## src/rtl/io_line_params.svh

```systemverilog
`ifndef IO_LINE_PARAMS_SVH
`define IO_LINE_PARAMS_SVH
`define CLOCK_MHZ 25
`define CYCLES_PER_US (`CLOCK_MHZ)
`define DEBOUNCE_MAX_US 1000000
`define FLOOR_MAX_US 100
`define IN_LINES 2
`define OUT_LINES 4
`define DEBOUNCE_W 20
`define FLOOR_W 7
`define DEBOUNCE_RESET 20'h00000
`define FLOOR_RESET 7'h00
`endif

```

## src/rtl/io_line_pkg.sv

```systemverilog
package io_line_pkg;
  typedef logic [19:0] debounce_us_t;
  typedef logic [6:0] floor_us_t;
  typedef logic [2:0] line_sel_t;
  typedef enum logic [2:0]
  {
    SEL_IN1 = 3'h0,
    SEL_IN2 = 3'h1,
    SEL_OUT1 = 3'h2,
    SEL_OUT2 = 3'h3,
    SEL_OUT3 = 3'h4,
    SEL_OUT4 = 3'h5
  } line_choice_e;
  typedef enum logic [1:0]
  {
    ST_IDLE = 2'h1,
    ST_HOLD = 2'h2
  } stretch_state_e;
endpackage : io_line_pkg

```

## src/rtl/us_tick_if.sv

```systemverilog
`timescale 1ns/1ns
// tick shared between the divider and the line conditioning logic
interface us_tick_if;
  logic tick;
  modport source (output tick);
  modport sink (input tick);
endinterface : us_tick_if

```

## src/rtl/us_tick_gen.sv

```systemverilog
`timescale 1ns/1ns
`include "io_line_params.svh"
module us_tick_gen
(
  // clock and reset
  input wire logic clock_i,
  input wire logic rst_b_i,
  // tick out
  us_tick_if.source tick_if
);
  localparam logic [4:0] LAST = 5'(`CYCLES_PER_US - 1);
  logic [4:0] count;
  logic [4:0] next_count;
  logic tick;
  logic next_tick;

  always_comb
  begin
    next_tick = (count == LAST);
    next_count = next_tick ? 5'h00 : count + 5'h01;
  end

  // register divider state
  always_ff @(posedge clock_i or negedge rst_b_i)
  begin
    if (!rst_b_i)
    begin
      count <= 5'h00;
      tick <= 1'b0;
    end
    else
    begin
      count <= next_count;
      tick <= next_tick;
    end
  end

  assign tick_if.tick = tick;

  a_tick_period: assert property (@(posedge clock_i) disable iff (!rst_b_i)
    tick |=> !tick [*8])
    else $error("tick repeats too soon");
endmodule : us_tick_gen

```

## src/rtl/io_line_condition.sv

```systemverilog
`timescale 1ns/1ns
`include "io_line_params.svh"
module io_line_condition
  import io_line_pkg::*;
(
  // clock and reset
  input wire logic clock_i,
  input wire logic rst_b_i,
  // configuration access
  input wire io_line_pkg::line_sel_t io_line_choice_i,
  input wire logic cfg_write_i,
  input wire io_line_pkg::debounce_us_t input_glitch_filter_time_us_i,
  input wire io_line_pkg::floor_us_t output_pulse_floor_us_i,
  output io_line_pkg::debounce_us_t input_glitch_filter_time_us_o,
  output io_line_pkg::floor_us_t output_pulse_floor_us_o,
  // input pins and filtered levels
  input wire logic [1:0] in_pin_i,
  output logic [1:0] in_level_o,
  // internal output pulses and output pins
  input wire logic [3:0] out_pulse_i,
  output logic [3:0] out_pin_o
);
  import io_line_pkg::*;

  us_tick_if tick_bus ();
  us_tick_gen tick_gen
  (
    .clock_i(clock_i),
    .rst_b_i(rst_b_i),
    .tick_if(tick_bus.source)
  );

  debounce_us_t deb_time [`IN_LINES];
  floor_us_t floor_time [`OUT_LINES];
  debounce_us_t next_deb_time [`IN_LINES];
  floor_us_t next_floor_time [`OUT_LINES];
  debounce_us_t rd_deb;
  floor_us_t rd_floor;
  debounce_us_t next_rd_deb;
  floor_us_t next_rd_floor;

  // limit a written value to its range
  function automatic debounce_us_t clamp_deb(input debounce_us_t v);
    clamp_deb = (v > 20'(`DEBOUNCE_MAX_US)) ? 20'(`DEBOUNCE_MAX_US) : v;
  endfunction : clamp_deb

  function automatic floor_us_t clamp_floor(input floor_us_t v);
    clamp_floor = (v > 7'(`FLOOR_MAX_US)) ? 7'(`FLOOR_MAX_US) : v;
  endfunction : clamp_floor

  // per line settings via the line choice
  always_comb
  begin
    next_deb_time = deb_time;
    next_floor_time = floor_time;
    next_rd_deb = 20'h00000;
    next_rd_floor = 7'h00;
    case (io_line_choice_i)
      SEL_IN1, SEL_IN2:
      begin
        if (cfg_write_i)
          next_deb_time[io_line_choice_i[0]] = clamp_deb(input_glitch_filter_time_us_i);
        next_rd_deb = deb_time[io_line_choice_i[0]];
      end
      SEL_OUT1, SEL_OUT2, SEL_OUT3, SEL_OUT4:
      begin
        if (cfg_write_i)
          next_floor_time[2'(io_line_choice_i - 3'h2)] = clamp_floor(output_pulse_floor_us_i);
        next_rd_floor = floor_time[2'(io_line_choice_i - 3'h2)];
      end
      default:
      begin
        next_rd_deb = 20'h00000;
      end
    endcase
  end

  // register configuration
  always_ff @(posedge clock_i or negedge rst_b_i)
  begin
    if (!rst_b_i)
    begin
      for (int i = 0; i < `IN_LINES; i++)
        deb_time[i] <= `DEBOUNCE_RESET;
      for (int i = 0; i < `OUT_LINES; i++)
        floor_time[i] <= `FLOOR_RESET;
      rd_deb <= 20'h00000;
      rd_floor <= 7'h00;
    end
    else
    begin
      deb_time <= next_deb_time;
      floor_time <= next_floor_time;
      rd_deb <= next_rd_deb;
      rd_floor <= next_rd_floor;
    end
  end

  assign input_glitch_filter_time_us_o = rd_deb;
  assign output_pulse_floor_us_o = rd_floor;

  // input synchroniser; stage one feeds stage two only
  logic [1:0] in_meta;
  logic [1:0] in_sync;
  logic [1:0] in_prev;
  logic [1:0] level;
  debounce_us_t stable_us [`IN_LINES];
  logic [1:0] next_level;
  debounce_us_t next_stable_us [`IN_LINES];

  // accept after stable time, restart on change
  // the first tick after a restart may come at once, so one extra tick is counted:
  // the level is then stable at least the setting and at most one us longer
  always_comb
  begin
    next_level = level;
    next_stable_us = stable_us;
    for (int i = 0; i < `IN_LINES; i++)
    begin
      if (in_sync[i] != in_prev[i])
        next_stable_us[i] = 20'h00000;
      else if (in_sync[i] != level[i])
      begin
        if (deb_time[i] == 20'h00000 || stable_us[i] > deb_time[i])
          next_level[i] = in_sync[i];
        else if (tick_bus.tick)
          next_stable_us[i] = stable_us[i] + 20'h00001;
      end
      else
        next_stable_us[i] = 20'h00000;
    end
  end

  // register input filter
  always_ff @(posedge clock_i or negedge rst_b_i)
  begin
    if (!rst_b_i)
    begin
      in_meta <= 2'h0;
      in_sync <= 2'h0;
      in_prev <= 2'h0;
      level <= 2'h0;
      for (int i = 0; i < `IN_LINES; i++)
        stable_us[i] <= 20'h00000;
    end
    else
    begin
      in_meta <= in_pin_i;
      in_sync <= in_meta;
      in_prev <= in_sync;
      level <= next_level;
      stable_us <= next_stable_us;
    end
  end

  assign in_level_o = level;

  // output stretchers
  stretch_state_e st [`OUT_LINES];
  stretch_state_e next_st [`OUT_LINES];
  floor_us_t width_us [`OUT_LINES];
  floor_us_t next_width_us [`OUT_LINES];
  // per line microsecond phase, restarted by each pulse that starts from idle so the floor is exact
  localparam logic [4:0] PH_LAST = 5'(`CYCLES_PER_US - 1);
  logic [4:0] ph [`OUT_LINES];
  logic [4:0] next_ph [`OUT_LINES];
  logic [3:0] pin;
  logic [3:0] next_pin;

  // hold high until floor reached and source has dropped
  // a shared tick would let the first microsecond come short, hence the own phase
  always_comb
  begin
    next_st = st;
    next_width_us = width_us;
    next_ph = ph;
    next_pin = pin;
    for (int i = 0; i < `OUT_LINES; i++)
    begin
      case (st[i])
        ST_IDLE:
        begin
          next_pin[i] = out_pulse_i[i];
          next_width_us[i] = 7'h00;
          next_ph[i] = 5'h00;
          if (out_pulse_i[i])
            next_st[i] = ST_HOLD;
        end
        ST_HOLD:
        begin
          next_ph[i] = (ph[i] == PH_LAST) ? 5'h00 : ph[i] + 5'h01;
          if (ph[i] == PH_LAST && width_us[i] < floor_time[i])
            next_width_us[i] = width_us[i] + 7'h01;
          // drop on the edge that completes the floor, not one cycle later
          if (!out_pulse_i[i] && next_width_us[i] >= floor_time[i])
          begin
            next_pin[i] = 1'b0;
            next_st[i] = ST_IDLE;
          end
          else
            next_pin[i] = 1'b1;
        end
        default:
        begin
          next_st[i] = ST_IDLE;
          next_pin[i] = 1'b0;
        end
      endcase
    end
  end

  // register stretchers
  always_ff @(posedge clock_i or negedge rst_b_i)
  begin
    if (!rst_b_i)
    begin
      pin <= 4'h0;
      for (int i = 0; i < `OUT_LINES; i++)
      begin
        st[i] <= ST_IDLE;
        width_us[i] <= 7'h00;
        ph[i] <= 5'h00;
      end
    end
    else
    begin
      pin <= next_pin;
      st <= next_st;
      width_us <= next_width_us;
      ph <= next_ph;
    end
  end

  assign out_pin_o = pin;

  a_out_follows: assert property (@(posedge clock_i) disable iff (!rst_b_i)
    $rose(out_pulse_i[0]) && st[0] == ST_IDLE |=> pin[0])
    else $error("pulse not passed");
  a_out_held: assert property (@(posedge clock_i) disable iff (!rst_b_i)
    pin[0] && width_us[0] + 7'h01 < floor_time[0] |=> pin[0])
    else $error("pulse cut short");
  a_stretch_end: assert property (@(posedge clock_i) disable iff (!rst_b_i)
    pin[0] && !out_pulse_i[0] && width_us[0] >= floor_time[0] |=> !pin[0])
    else $error("pulse held too long");
  a_floor_zero: assert property (@(posedge clock_i) disable iff (!rst_b_i)
    pin[0] && !out_pulse_i[0] && floor_time[0] == 7'h00 |=> !pin[0])
    else $error("zero floor stretched");
  a_level_stable: assert property (@(posedge clock_i) disable iff (!rst_b_i)
    level[0] != $past(level[0]) |->
      $past(stable_us[0]) > $past(deb_time[0]) || $past(deb_time[0]) == 20'h00000)
    else $error("early accept");
  a_raw_restart: assert property (@(posedge clock_i) disable iff (!rst_b_i)
    in_sync[0] != in_prev[0] |=> $stable(level[0]) && stable_us[0] == 20'h00000)
    else $error("count not restarted");
endmodule : io_line_condition

```

## config.mk

```make
export PLATFORM = sky130hd
export DESIGN_NAME = io_line_condition
export DESIGN_NICKNAME = d
export VERILOG_FILES = /design/src/rtl/io_line_pkg.sv /design/src/rtl/us_tick_if.sv /design/src/rtl/us_tick_gen.sv /design/src/rtl/io_line_condition.sv
export VERILOG_INCLUDE_DIRS = /design/src /design/src/rtl
export SDC_FILE = /design/constraint.sdc
export NUM_CORES = 1
export LEC_CHECK = 0
export ABC_CLOCK_PERIOD_IN_PS = 3960
export BUFFER_PORTS_ARGS = -buffer_cell sky130_fd_sc_hd__buf_2
export CORE_MARGIN = 1
export CORE_UTILIZATION = 55
export DETAILED_ROUTE_END_ITERATION = 8
export HOLD_SLACK_MARGIN = 0.08
export PLACE_DENSITY_LB_ADDON = 0.15
export SLEW_MARGIN = 20
export SYNTH_ARGS = -nofsm -noshare
export SYNTH_HDL_FRONTEND = slang
export SYNTH_SLANG_ARGS = --single-unit
```

## constraint.sdc

```tcl
create_clock -name clock_i -period 3.96 [get_ports clock_i]
set_input_delay 0.198 -clock clock_i [delete_from_list [all_inputs] [get_ports clock_i]]
set_output_delay 0.198 -clock clock_i [all_outputs]
set_load 0.1 [all_outputs]
```

Word-level counts from Yosys, hierarchy flattened
Index checks and enable logic that the tools add are counted. W data, S select, Z words.

Add/subtract/negate cells: 12. Order comparisons: 16. Equal/unequal tests: 34. Mux-type cells: 65. Bitwise gates (word level): 4. Reductions and logical operators: 35.

Operator list (number): $mux W20 (14); $mux W7 (13); $pmux W7 S2 (4); $add A20 B1 Y20 const B (2); $bwmux W40 (1); $gt A20 B20 Y1 (2); $logic_not A20 Y1 (2); $pmux W5 S2 (4); $add A7 B1 Y7 const B (4); $bwmux W28 (1); $ge A7 B7 Y1 (4); $lt A7 B7 Y1 (4); $add A5 B1 Y5 const B (5); $eq A5 B5 Y1 const B (5); $mux W5 (5); $demux W20 S1 (1); $gt A20 B20 Y1 const B (1); $mux W2 (8); $ne A2 B2 Y1 const B (8); $pmux W2 S2 (4); $reduce_and A2 Y1 (8); $bmux W7 S2 (1); $demux W7 S2 (1); $logic_and A1 B1 Y1 (10); other kinds (26) (54).

Bits in registers: 209. Output and inout bits: 33. Logic and storage cells: 196.

Depth between registers and ports, before layout
Gate-level depths: netlist of run 1.

Depth in word-level cells: 8. Depth in mapped cells: 16. Gate-level depth less buffers: 15.

By module
From an unflattened synthesis of run 1, not the netlist that was laid out.

Cells, all modules: 1347. Area, all modules: 12478.2 um^2.

Modules (own cells, without submodules): io_line_condition (instances 1, cells an instance 1322, area an instance 12186.7 um^2, seq. area each 5084.9 um^2); us_tick_gen (instances 1, cells an instance 25, area an instance 291.5 um^2, seq. area each 150.1 um^2).

Worst setup path after synthesis of run 1
Ideal clock, no wire load.

Path kind: reg-to-reg. Start point: reg width_us[11] in the netlist's numbering. End point: reg pin[2] (netlist: out_pin_o[2]). Setup time: 78 ps. Data arrival time: 3308 ps. Data required time: 3882 ps. Path slack: 574 ps. Cell stages (with the launch flop): 15. Buffers on the path: 1. Clock period less this slack: 3386 ps. Cells stage by stage: dfrtp_1 -> ha_1 -> a21oi_1 -> nor2_1 -> a2111oi_0 -> o31a_1 -> clkbuf_1 -> mux2_2 -> ha_1 -> a21o_1 -> a21o_1 -> a211oi_1 -> o21bai_1 -> a211o_1 -> a21oi_1.

Longest elaborated chain between the ends: 8. Elaborated cells between the ends (all ways): 9. Those cells by class: add/sub: 1; order compare: 2; mux: 4; reduce/logical: 2.

Ends and longest elaborated chain: start, declared (line io_line_condition.sv:161) `` floor_us_t width_us [`OUT_LINES]; ``; start signal, assigned (line io_line_condition.sv:229) `width_us <= next_width_us;`; $lt A7 B7 Y1 (line io_line_condition.sv:192) `if (ph[i] == PH_LAST && width_us[i] < floor_time[i])`; $logic_and A1 B1 Y1 (line io_line_condition.sv:192); $mux W7 * (line io_line_condition.sv:192); $mux W7 * (line io_line_condition.sv:180) `case (st[i])`; $ge A7 B7 Y1 * (line io_line_condition.sv:195) `if (!out_pulse_i[i] && next_width_us[i] >= floor_time[i])`; $logic_and A1 B1 Y1 * (line io_line_condition.sv:195); $mux W1 * (line io_line_condition.sv:195); $pmux W1 S2 * (line io_line_condition.sv:180); named net next_pin[2] (line io_line_condition.sv:168) `logic [3:0] next_pin;`; end signal, assigned (line io_line_condition.sv:227) `pin <= next_pin;`; end, declared (line io_line_condition.sv:167) `logic [3:0] pin;`.

The timed path passes the listed nets; every way through them passes the cells marked *. The select of a mux whose other input is x is not followed. A chain may end at the register's enable or synchronous reset.

Final worst setup path of run 1
Start point: reg floor_time[25] in the netlist's numbering. End point: reg st[6] in the netlist's numbering.

Longest elaborated chain between the ends: 8.

Ends and longest elaborated chain: start, declared (line io_line_condition.sv:34) `` floor_us_t floor_time [`OUT_LINES]; ``; start signal, assigned by index (line io_line_condition.sv:86) `` floor_time[i] <= `FLOOR_RESET; ``; start signal, assigned (line io_line_condition.sv:93) `floor_time <= next_floor_time;`; $lt A7 B7 Y1 (line io_line_condition.sv:192); $logic_and A1 B1 Y1 (line io_line_condition.sv:192); $mux W7 (line io_line_condition.sv:192); $mux W7 (line io_line_condition.sv:180); $ge A7 B7 Y1 * (line io_line_condition.sv:195); $logic_and A1 B1 Y1 * (line io_line_condition.sv:195); $ne A2 B2 Y1 (no line) *; $reduce_and A2 Y1 (no line) *; end signal, assigned (line io_line_condition.sv:228) `st <= next_st;`; end, declared (line io_line_condition.sv:159) `` stretch_state_e st [`OUT_LINES]; ``.

Mark *: on every way between the ends. The rest lies on a longest branch, timed or not. The select of a mux whose other input is x is not followed.

==> impl_metrics.tcl, run 1 <==
set metrics [dict create \
    grt_max_degree 105 \
    numCtsBuffers 24 \
    synth_edf_count 0 \
    ys_async_sr_fraction 1.00 \
    path_max_fanout 7 \
    design.core.area_um2 21900 \
    dr.pass1.iters 5 \
    start_util 0.561 \
    slew_headroom 0.326 \
    rsz0062_at_grt "false" \
    crit_required_ns 4.41 \
    slew_viol_final 0 \
    final_nets 1573 \
    clkPwrFrac 0.363 \
    grt_pass1_vias 9441 \
    final_cell_mix "dfrtp_1 (205), nand2_1 (165), o21ai_0 (119), ha_1 (116), inv_1 (108)" \
    leakagePower_uw 0.00663 \
    period_share 0.901 \
    cts_tree "done" \
    die_y_um 151 \
    clock_latency_ns 0.54 \
    end_kind "flop" \
    h-tree-depth 1 \
    drive_gt1_frac 0.114 \
    finalHoldViolCount 0 \
    antenna_found_initial 1 \
    cts_buffer_depth 3 \
    synth_fp_nets 1481 \
    crit_arrival_ns 4.02 \
    vias 9922 \
    track_usage 0.247 \
    synth_ff_type "dfrtp_1" \
    maxCapViolCount 0 \
    finalSetupViolCount 0 \
    cts_sinks 209 \
    grt_overflow_total 0 \
    cts.reportedPaths.clkPinSlew_ns 0.06 \
    seqPwrFrac 0.389 \
    cts-root-buf "clkbuf_16" \
    yosysTopAreaCell "dfrtp_1" \
    finalCriticalPeriod_ns 3.57 \
    hold_path.class "in -> reg" \
    synthToLayoutAreaGrowth_pct 14.8 \
    boundaryPins 72 \
    fin_worst_skew_ns 0.0292 \
    clock.fmax_ghz 0.280 \
    yosysSeqAreaShare 0.426 \
    ys_top_cells_by_area "dfrtp_1 (42%), ha_1 (12%), nand2_1 (5.1%), o21ai_0 (4.8%), a21oi_1 (3.3%)" \
    final_common_cell "dfrtp_1" \
    critPathLaunchType "flop" \
    portBuffers 71 \
    swShare 0.334 \
    drtAntennaViolNets 0 \
    synthCells 1326 \
    syn_area_per_cell_um2 9.26 \
    die-area_um2 22900 \
    setup_tns_ns 0 \
    rows 54 \
    grt_pass1_wl_um 45700 \
    drt_iter0_drc 562 \
    synth.top_cell.area_share 0.418 \
    tightest_slew_ns 1.01 \
    die_w_um 151 \
    via_per_inst 5.79 \
    timing.hold.ws_ns 0.118 \
    status "finished, final reports clean" \
    p_sw_uw 2250 \
    drc_errors 0 \
    power_density_nw_per_um2 478 \
    ys_types 66 \
    ir_drop_v 0.000386 \
    synth_warnings 0 \
    wl_per_cell_um 16.4 \
    place_congestion 0.858 \
    crit_type "reg -> reg" \
    wl_um 28100 \
    p_int_uw 4490 \
    dp_hpwl_um 19700 \
    cts_resized 0 \
    ys_ff_latch 209 \
    netlist_area_um2 12300 \
    combPwrFrac 0.248 \
]
routing by layer:
layer  vias up  track usage  part of all wire
met3        34       0.0373             0.047
met1      4746        0.334              0.45
met5         -            0                 0
li1       4925            -                 -
met2       217        0.415              0.48
met4         0       0.0595             0.021
worst max-delay path, cell delays in order (launching register included):
cell and delay, ns:
dfrtp_1 0.39, inv_1 0.08, ha_1 0.31, a21oi_1 0.13, nor2_1 0.06, a2111oi_1 0.35
o21ai_1 0.30, xor2_1 0.21, ha_1 0.29, nand2b_1 0.14, a21o_1 0.18, a21o_1 0.17
a21o_1 0.18, a211oi_1 0.33, o21ai_0 0.18, a21bo_2 0.21
registers in the layout, summed over array words and instances (netlist names), 4 cells and up:
register,count
deb_time,40
stable_us,40
floor_time,28
width_us,28
input_glitch_filter_time_us_o,20
ph,20
st,8
output_pulse_floor_us_o,7
tick_gen.count,5
out_pin_o,4
cell families after synthesis:
| group | share of synthesized area |
|---|---|
| AND/OR/NAND/NOR | 0.167 |
| multiplexers | 0.0399 |
| AO/OA/AOI/OAI | 0.174 |
| XOR/XNOR | 0.0271 |
| buffers and inverters | 0.0470 |
| flip-flops | 0.426 |
| adder cells (fa/ha/maj) | 0.118 |
final cells by class:
class	count	area, µm²
timing repair buffer	110	749
antenna	1	2.50
sequential	209	5240
clock buffer	33	714
inverter	108	405
tap	280	350
fill	1797	7790
clock inverter	9	170
multi-input combinational	965	6470
power groups by stage:
stage	Clock, µW	Combinational, µW	Sequential [µW]
after global routing	2570	1890	2650
after floorplan	0	1020	2830
final	2450	1670	2620
after global placement	0	1610	2640
after CTS	2480	1690	2620
after detailed placement	0	1650	2650
metrics by stage:
step	cells	power (µW)	worst slack, ns	area [µm²]	utilization
floorplan	1326	3860	0.574	12300	-
global placement	1640	4250	0.494	12900	0.589
detailed placement	1640	4310	0.383	12900	0.589
CTS	1714	6790	0.379	14100	0.644
global route	1715	7100	0.101	14100	0.644
finish	1715	6740	0.390	14100	0.644
timing repair:
item	in CTS	in global routing
setup buffers	0	0
hold endpoints to repair	168	0
hold buffers	32	0
Yosys cell counts (13+ instances only):
library cell / instances
ha_1: 116
dfrtp_1: 205
o31ai_1: 20
inv_1: 108
nand2b_1: 17
a21oi_1: 81
nor2b_1: 14
o21ai_0: 119
or3_1: 17
or4_1: 21
nand3_1: 28
nand4_1: 28
xor2_1: 13
xnor2_1: 25
nor4_1: 15
mux2_2: 22
nor2_1: 77
a21o_1: 28
mux2i_1: 22
clkbuf_1: 39
nand2_1: 166
o211ai_1: 13
final timing paths:
path,from,end,slack (ns),cells past startpoint
worst max-delay path,floor_time[25]$_DFFE_PN0P_,st[6]$_DFFE_PN1P_,0.39,15
worst min-delay path,output_pulse_floor_us_i[4],floor_time[11]$_DFFE_PN0P_,0.12,3
worst max register to register,floor_time[25]$_DFFE_PN0P_,st[6]$_DFFE_PN1P_,0.39,15
worst min register to register,in_meta[0]$_DFF_PN0_,in_sync[0]$_DFF_PN0_,0.35,0
max in group asynchronous,rst_b_i,st[0]$_DFFE_PN1P_,2.55,3
min in group asynchronous,rst_b_i,st[3]$_DFFE_PN0P_,0.36,2
Note: power is estimated with default switching activity, not from simulation.
==> inputs of run 2 (changes only) <==
HOLD_SLACK_MARGIN = 0.06   (was 0.08)
RECOVER_POWER = 100   (was default)
==> impl_metrics.tcl, run 2 (same netlist as run 1, synthesis figures left out) <==
set metrics [dict create \
    status "finished with violations" \
    violations "capacitance limit, slew limit" \
    drt_iter0_drc 527 \
    cts_buffer_depth 3 \
    via_per_inst 5.77 \
    cts.reportedPaths.clkPinSlew_ns 0.06 \
    min_path_cells 3 \
    setup_tns_ns 0 \
    crit_arrival_ns 4.09 \
    drc_errors 0 \
    maxCapViolCount 3 \
    grt_overflow_total 0 \
    reg_top3 "deb_time x40, stable_us x40" \
    hold_path.class "in -> reg" \
    boundaryPins 72 \
    final_cell_mix "dfrtp_1 (205), nand2_1 (166), o21ai_0 (124), ha_1 (116), inv_1 (108)" \
    regToRegSetupSlack_ns 0.32 \
    power_density_nw_per_um2 480 \
    grt_pass1_vias 9415 \
    period_share 0.919 \
    r2r-end "st[4]$_DFFE_PN1P_" \
    wl_per_cell_um 16.3 \
    tightest_slew_ns 2.65 \
    grt_pass1_wl_um 45600 \
    rows 54 \
    die-area_um2 22900 \
    post-cts-setup-buffer-count 0 \
    final_common_cell "dfrtp_1" \
    die_y_um 151 \
    cts_sinks 209 \
    antenna_found_initial 1 \
    place_congestion 0.858 \
    cpLargestDelayFamily "compound AO/OA/AOI/OAI gates" \
    start_util 0.561 \
    clock_latency_ns 0.54 \
    drive_gt1_frac 0.0782 \
    portBuffers 71 \
    cp_cell_sequence "inv_1 -> ha_1 -> a21o_1 -> a21oi_1 -> o21ai_0 -> mux2_2 -> ha_1 -> a21o_1 -> a21o_1 -> a21o_1 -> a211oi_1 -> o21ai_0 -> a21bo_2" \
    fin_worst_skew_ns 0.0312 \
    fillers 1830 \
    critPathLaunchType "flop" \
    crit_type "reg -> reg" \
    leakagePower_uw 0.00647 \
    critPathMaxStageDelay_ns 0.74 \
    crit_buf_inv 1 \
    dp_hpwl_um 19700 \
    cts-root-buf "clkbuf_16" \
    min_from "output_pulse_floor_us_i[3]" \
    ir_drop_v 0.000382 \
    finalSetupViolCount 0 \
    end_kind "flop" \
    reg2reg_depth 13 \
    critPathSlowestCell "o21ai_0" \
    grt_max_degree 105 \
    synthToLayoutAreaGrowth_pct 13.9 \
    final_nets 1571 \
    numCtsBuffers 24 \
    r2r-start "floor_time[15]$_DFFE_PN0P_" \
    final_area_um2 14000 \
    placedInstanceArea_um2 12900 \
    crit_required_ns 4.41 \
    vias 9886 \
    rsz0062_at_grt "false" \
    path_max_fanout 8 \
    slew_headroom -0.768 \
    clock.fmax_ghz 0.275 \
    finalCriticalPeriod_ns 3.64 \
    cp_common_cell "a21o_1" \
    drtAntennaViolNets 0 \
    design.core.area_um2 21900 \
    dr.pass1.iters 5 \
    die_w_um 151 \
    track_usage 0.246 \
    h-tree-depth 1 \
    holdPathEnd "floor_time[10]$_DFFE_PN0P_" \
    wl_um 28000 \
    finalHoldViolCount 0 \
    slew_viol_final 160 \
    cts_tree "done" \
]
## run 2: cell types whose count changed in the layout (fill, tap and decap cells not counted), sizes merged
cell and delta:
buf -42, clkbuf +42, dlygate4sd3 -2
## run 2: worst register-to-register path, delay by kind of cell, from the launching register on
family,cells,cell delay (ns)
AO/OA/AOI/OAI,9,2.11
adder cells (fa/ha/maj),2,0.55
multiplexers,1,0.42
flip-flops,1,0.40
buffers and inverters,1,0.09
## run 2: area by class of cell
type	instances	area, µm²	area share
diodes	1	2.50	0.000179
clock buffers	33	714	0.0511
clock inverters	9	170	0.0122
inverters	108	405	0.0290
multi-input cells	965	6460	0.462
flip-flops and latches	209	5240	0.374
well taps	280	350	0.0250
repair buffers	108	657	0.0469
## run 2: how the worst max path moves through the flow
stage	to	from	slack [ns]	cells past startpoint
after floorplan	out_pin_o[2]$_DFF_PN0_	width_us[11]$_DFFE_PN0P_	0.57	14
after detailed placement	st[6]$_DFFE_PN1P_	floor_time[25]$_DFFE_PN0P_	0.38	15
after CTS	st[6]$_DFFE_PN1P_	floor_time[25]$_DFFE_PN0P_	0.38	15
final	st[4]$_DFFE_PN1P_	floor_time[15]$_DFFE_PN0P_	0.32	13
after global routing	st[6]$_DFFE_PN1P_	floor_time[25]$_DFFE_PN0P_	0.10	15
after global placement	st[6]$_DFFE_PN1P_	floor_time[25]$_DFFE_PN0P_	0.49	15
## run 2: where the power goes
part / switching (µW) / internal (µW) / leakage (µW)
sequential: 232 / 2380 / 0.00275
clock: 922 / 1520 / 0.000433
combinational: 1090 / 570 / 0.00329
## run 2: per-layer routing
layer  share of wire  track usage  wire length [µm]
met3           0.045       0.0373              1260
met5               0            0                 0
met1            0.46        0.334             12800
met2            0.48        0.413             13300
met4           0.021       0.0595               582
## run 2: metrics by stage
step / setup slack, ns / power, µW / utilization / cells / hold WS, ns
floorplan: 0.574 / 3860 / - / 1326 / -0.0976
global placement: 0.494 / 4250 / 0.589 / 1640 / 0.305
detailed placement: 0.383 / 4310 / 0.589 / 1640 / 0.307
CTS: 0.379 / 6790 / 0.643 / 1712 / 0.0616
global route: 0.103 / 7080 / 0.639 / 1713 / 0.0962
finish: 0.322 / 6720 / 0.639 / 1713 / 0.0930
## run 2: repair_timing
action                                 in CTS  in global routing
endpoints found under the hold margin     166                  0
setup endpoints to repair                   0                  0
resized for setup                           0                  0
hold buffers                               30                  0
==> inputs of run 3 (changes only) <==
GPL_TIMING_DRIVEN = 0   (was default)
==> impl_metrics.tcl, run 3 (same netlist as run 1, synthesis figures left out) <==
set metrics [dict create \
    status "finished with violations" \
    violations "capacitance limit, slew limit" \
    cp.depth 14 \
    critPathSlowestCell "o31a_1" \
    cpLargestDelayFamily "compound AO/OA/AOI/OAI gates" \
    rows 54 \
    cts-root-buf "clkbuf_16" \
    reg_top3 "deb_time x40, stable_us x40" \
    critPathLaunchType "flop" \
    crit_arrival_ns 4.15 \
    cts_sinks 209 \
    place_congestion 0.889 \
    min_path_cells 3 \
    critPathMaxStageDelay_ns 0.44 \
    timing.hold.ws_ns 0.107 \
    power_uw 6400 \
    clock_latency_ns 0.52 \
    leakagePower_uw 0.00644 \
    die_y_um 151 \
    wl_um 28500 \
    period_share 0.939 \
    maxCapViolCount 1 \
    grt_pass1_wl_um 47000 \
    drive_gt1_frac 0.0687 \
    start_util 0.561 \
    end_kind "flop" \
    crit_type "reg -> reg" \
    wl_per_cell_um 16.3 \
    h-tree-depth 1 \
    portBuffers 71 \
    final_common_cell "dfrtp_1" \
    path_max_fanout 9 \
    fin_worst_skew_ns 0.0119 \
    dpl_worst_slack_ns 0.137 \
    die-area_um2 22900 \
    finalCriticalPeriod_ns 3.72 \
    finalSetupViolCount 0 \
    crit_required_ns 4.40 \
    track_usage 0.256 \
    setup_ws_ns 0.242 \
    drt_iter0_drc 565 \
    design.core.area_um2 21900 \
    cts.reportedPaths.clkPinSlew_ns 0.06 \
    via_per_inst 5.77 \
    antenna_found_initial 0 \
    hold_path.class "in -> reg" \
    slew_viol_final 60 \
    reg2reg_depth 14 \
    power_density_nw_per_um2 457 \
    grt_overflow_total 0 \
    drc_errors 0 \
    die_w_um 151 \
    boundaryPins 72 \
    final_nets 1609 \
    antenna_cells 0 \
    cp_cell_sequence "inv_1 -> ha_1 -> a21oi_1 -> nor2_1 -> a2111oi_1 -> o31a_1 -> mux2_1 -> ha_1 -> a21o_1 -> a21o_1 -> a211oi_1 -> o21bai_1 -> a211o_1 -> a21oi_1" \
    slew_headroom -0.905 \
    synthToLayoutAreaGrowth_pct 14.0 \
    cts_buffer_depth 3 \
    clock.fmax_ghz 0.269 \
    setup_tns_ns 0 \
    grt_pass1_vias 9563 \
    rsz0062_at_grt "false" \
    dr.pass1.iters 5 \
    grt_max_degree 78 \
    dp_hpwl_um 20500 \
    finalHoldViolCount 0 \
    cts_tree "done" \
    vias 10100 \
    ir_drop_v 0.000273 \
    drtAntennaViolNets 0 \
    post-cts-setup-buffer-count 0 \
    final_cell_mix "dfrtp_1 (205), nand2_1 (166), o21ai_0 (123), ha_1 (116), inv_1 (108)" \
    tightest_slew_ns 2.86 \
    numCtsBuffers 24 \
    crit_buf_inv 1 \
]
## run 3: changes by cell type in the layout (fill, tap and decap cells not counted), sizes merged
cell | previous run | this run
clkbuf | 76 | 119
bufinv | 4 | 0
buf | 35 | 33
clkdlybuf4s25 | 0 | 1
diode | 1 | 0
## run 3: path summary, 6_finish.rpt
check,startpoint,end,slack (ns)
hold reg to reg,in_meta[0]$_DFF_PN0_,in_sync[0]$_DFF_PN0_,0.35
max in group asynchronous,rst_b_i,input_glitch_filter_time_us_o[4]$_DFF_PN0_,0.71
setup / recovery,floor_time[11]$_DFFE_PN0P_,out_pin_o[2]$_DFF_PN0_,0.24
setup reg to reg,floor_time[11]$_DFFE_PN0P_,out_pin_o[2]$_DFF_PN0_,0.24
hold / removal,output_pulse_floor_us_i[4],floor_time[18]$_DFFE_PN0P_,0.11
min in group asynchronous,rst_b_i,ph[9]$_DFFE_PN0P_,1.34
## run 3: layout make-up
class	instances	area (µm²)
clock buffer	37	711
buffer	43	163
multi-input combinational	965	6450
sequential	209	5240
clock inverter	5	27.5
timing repair buffer	103	654
inverter	108	405
tap	280	350
fill	1917	7890
## run 3: stage by stage
step                      std cells  instance area [µm²]   util
after floorplan                1326                12300      -
after global placement         1677                13000  0.593
after detailed placement       1679                13100  0.596
after CTS                      1751                14100  0.644
after global routing           1750                14000  0.640
final                          1750                14000  0.640
## run 3: where the power goes
part | internal [µW] | switching (µW)
sequential | 2380 | 232
clock | 1230 | 861
combinational | 577 | 1120
## run 3: per-layer routing
metal | part of all wire | wire length [µm] | vias up | GRT usage
met4 | 0.018 | 513 | 0 | 0.0540
met2 | 0.47 | 13300 | 228 | 0.417
li1 | - | - | 4993 | -
met3 | 0.045 | 1270 | 37 | 0.0446
met1 | 0.47 | 13400 | 4835 | 0.356
met5 | 0 | 0 | - | 0
## run 3: worst min-delay path: cells and delay by family
kind	cells	cell delay [ns]
AO/OA/AOI/OAI	1	0.10
buffers and inverters	1	0.10
AND/OR/NAND/NOR	1	0.17
## run 3: what timing repair did
| item | 4_1_cts | 5_1_grt |
|---|---|---|
| setup endpoints to repair | 0 | 5 |
| hold buffers | 30 | 0 |
| gates resized for setup | 0 | 3 |
| endpoints found under the hold margin | 123 | 0 |
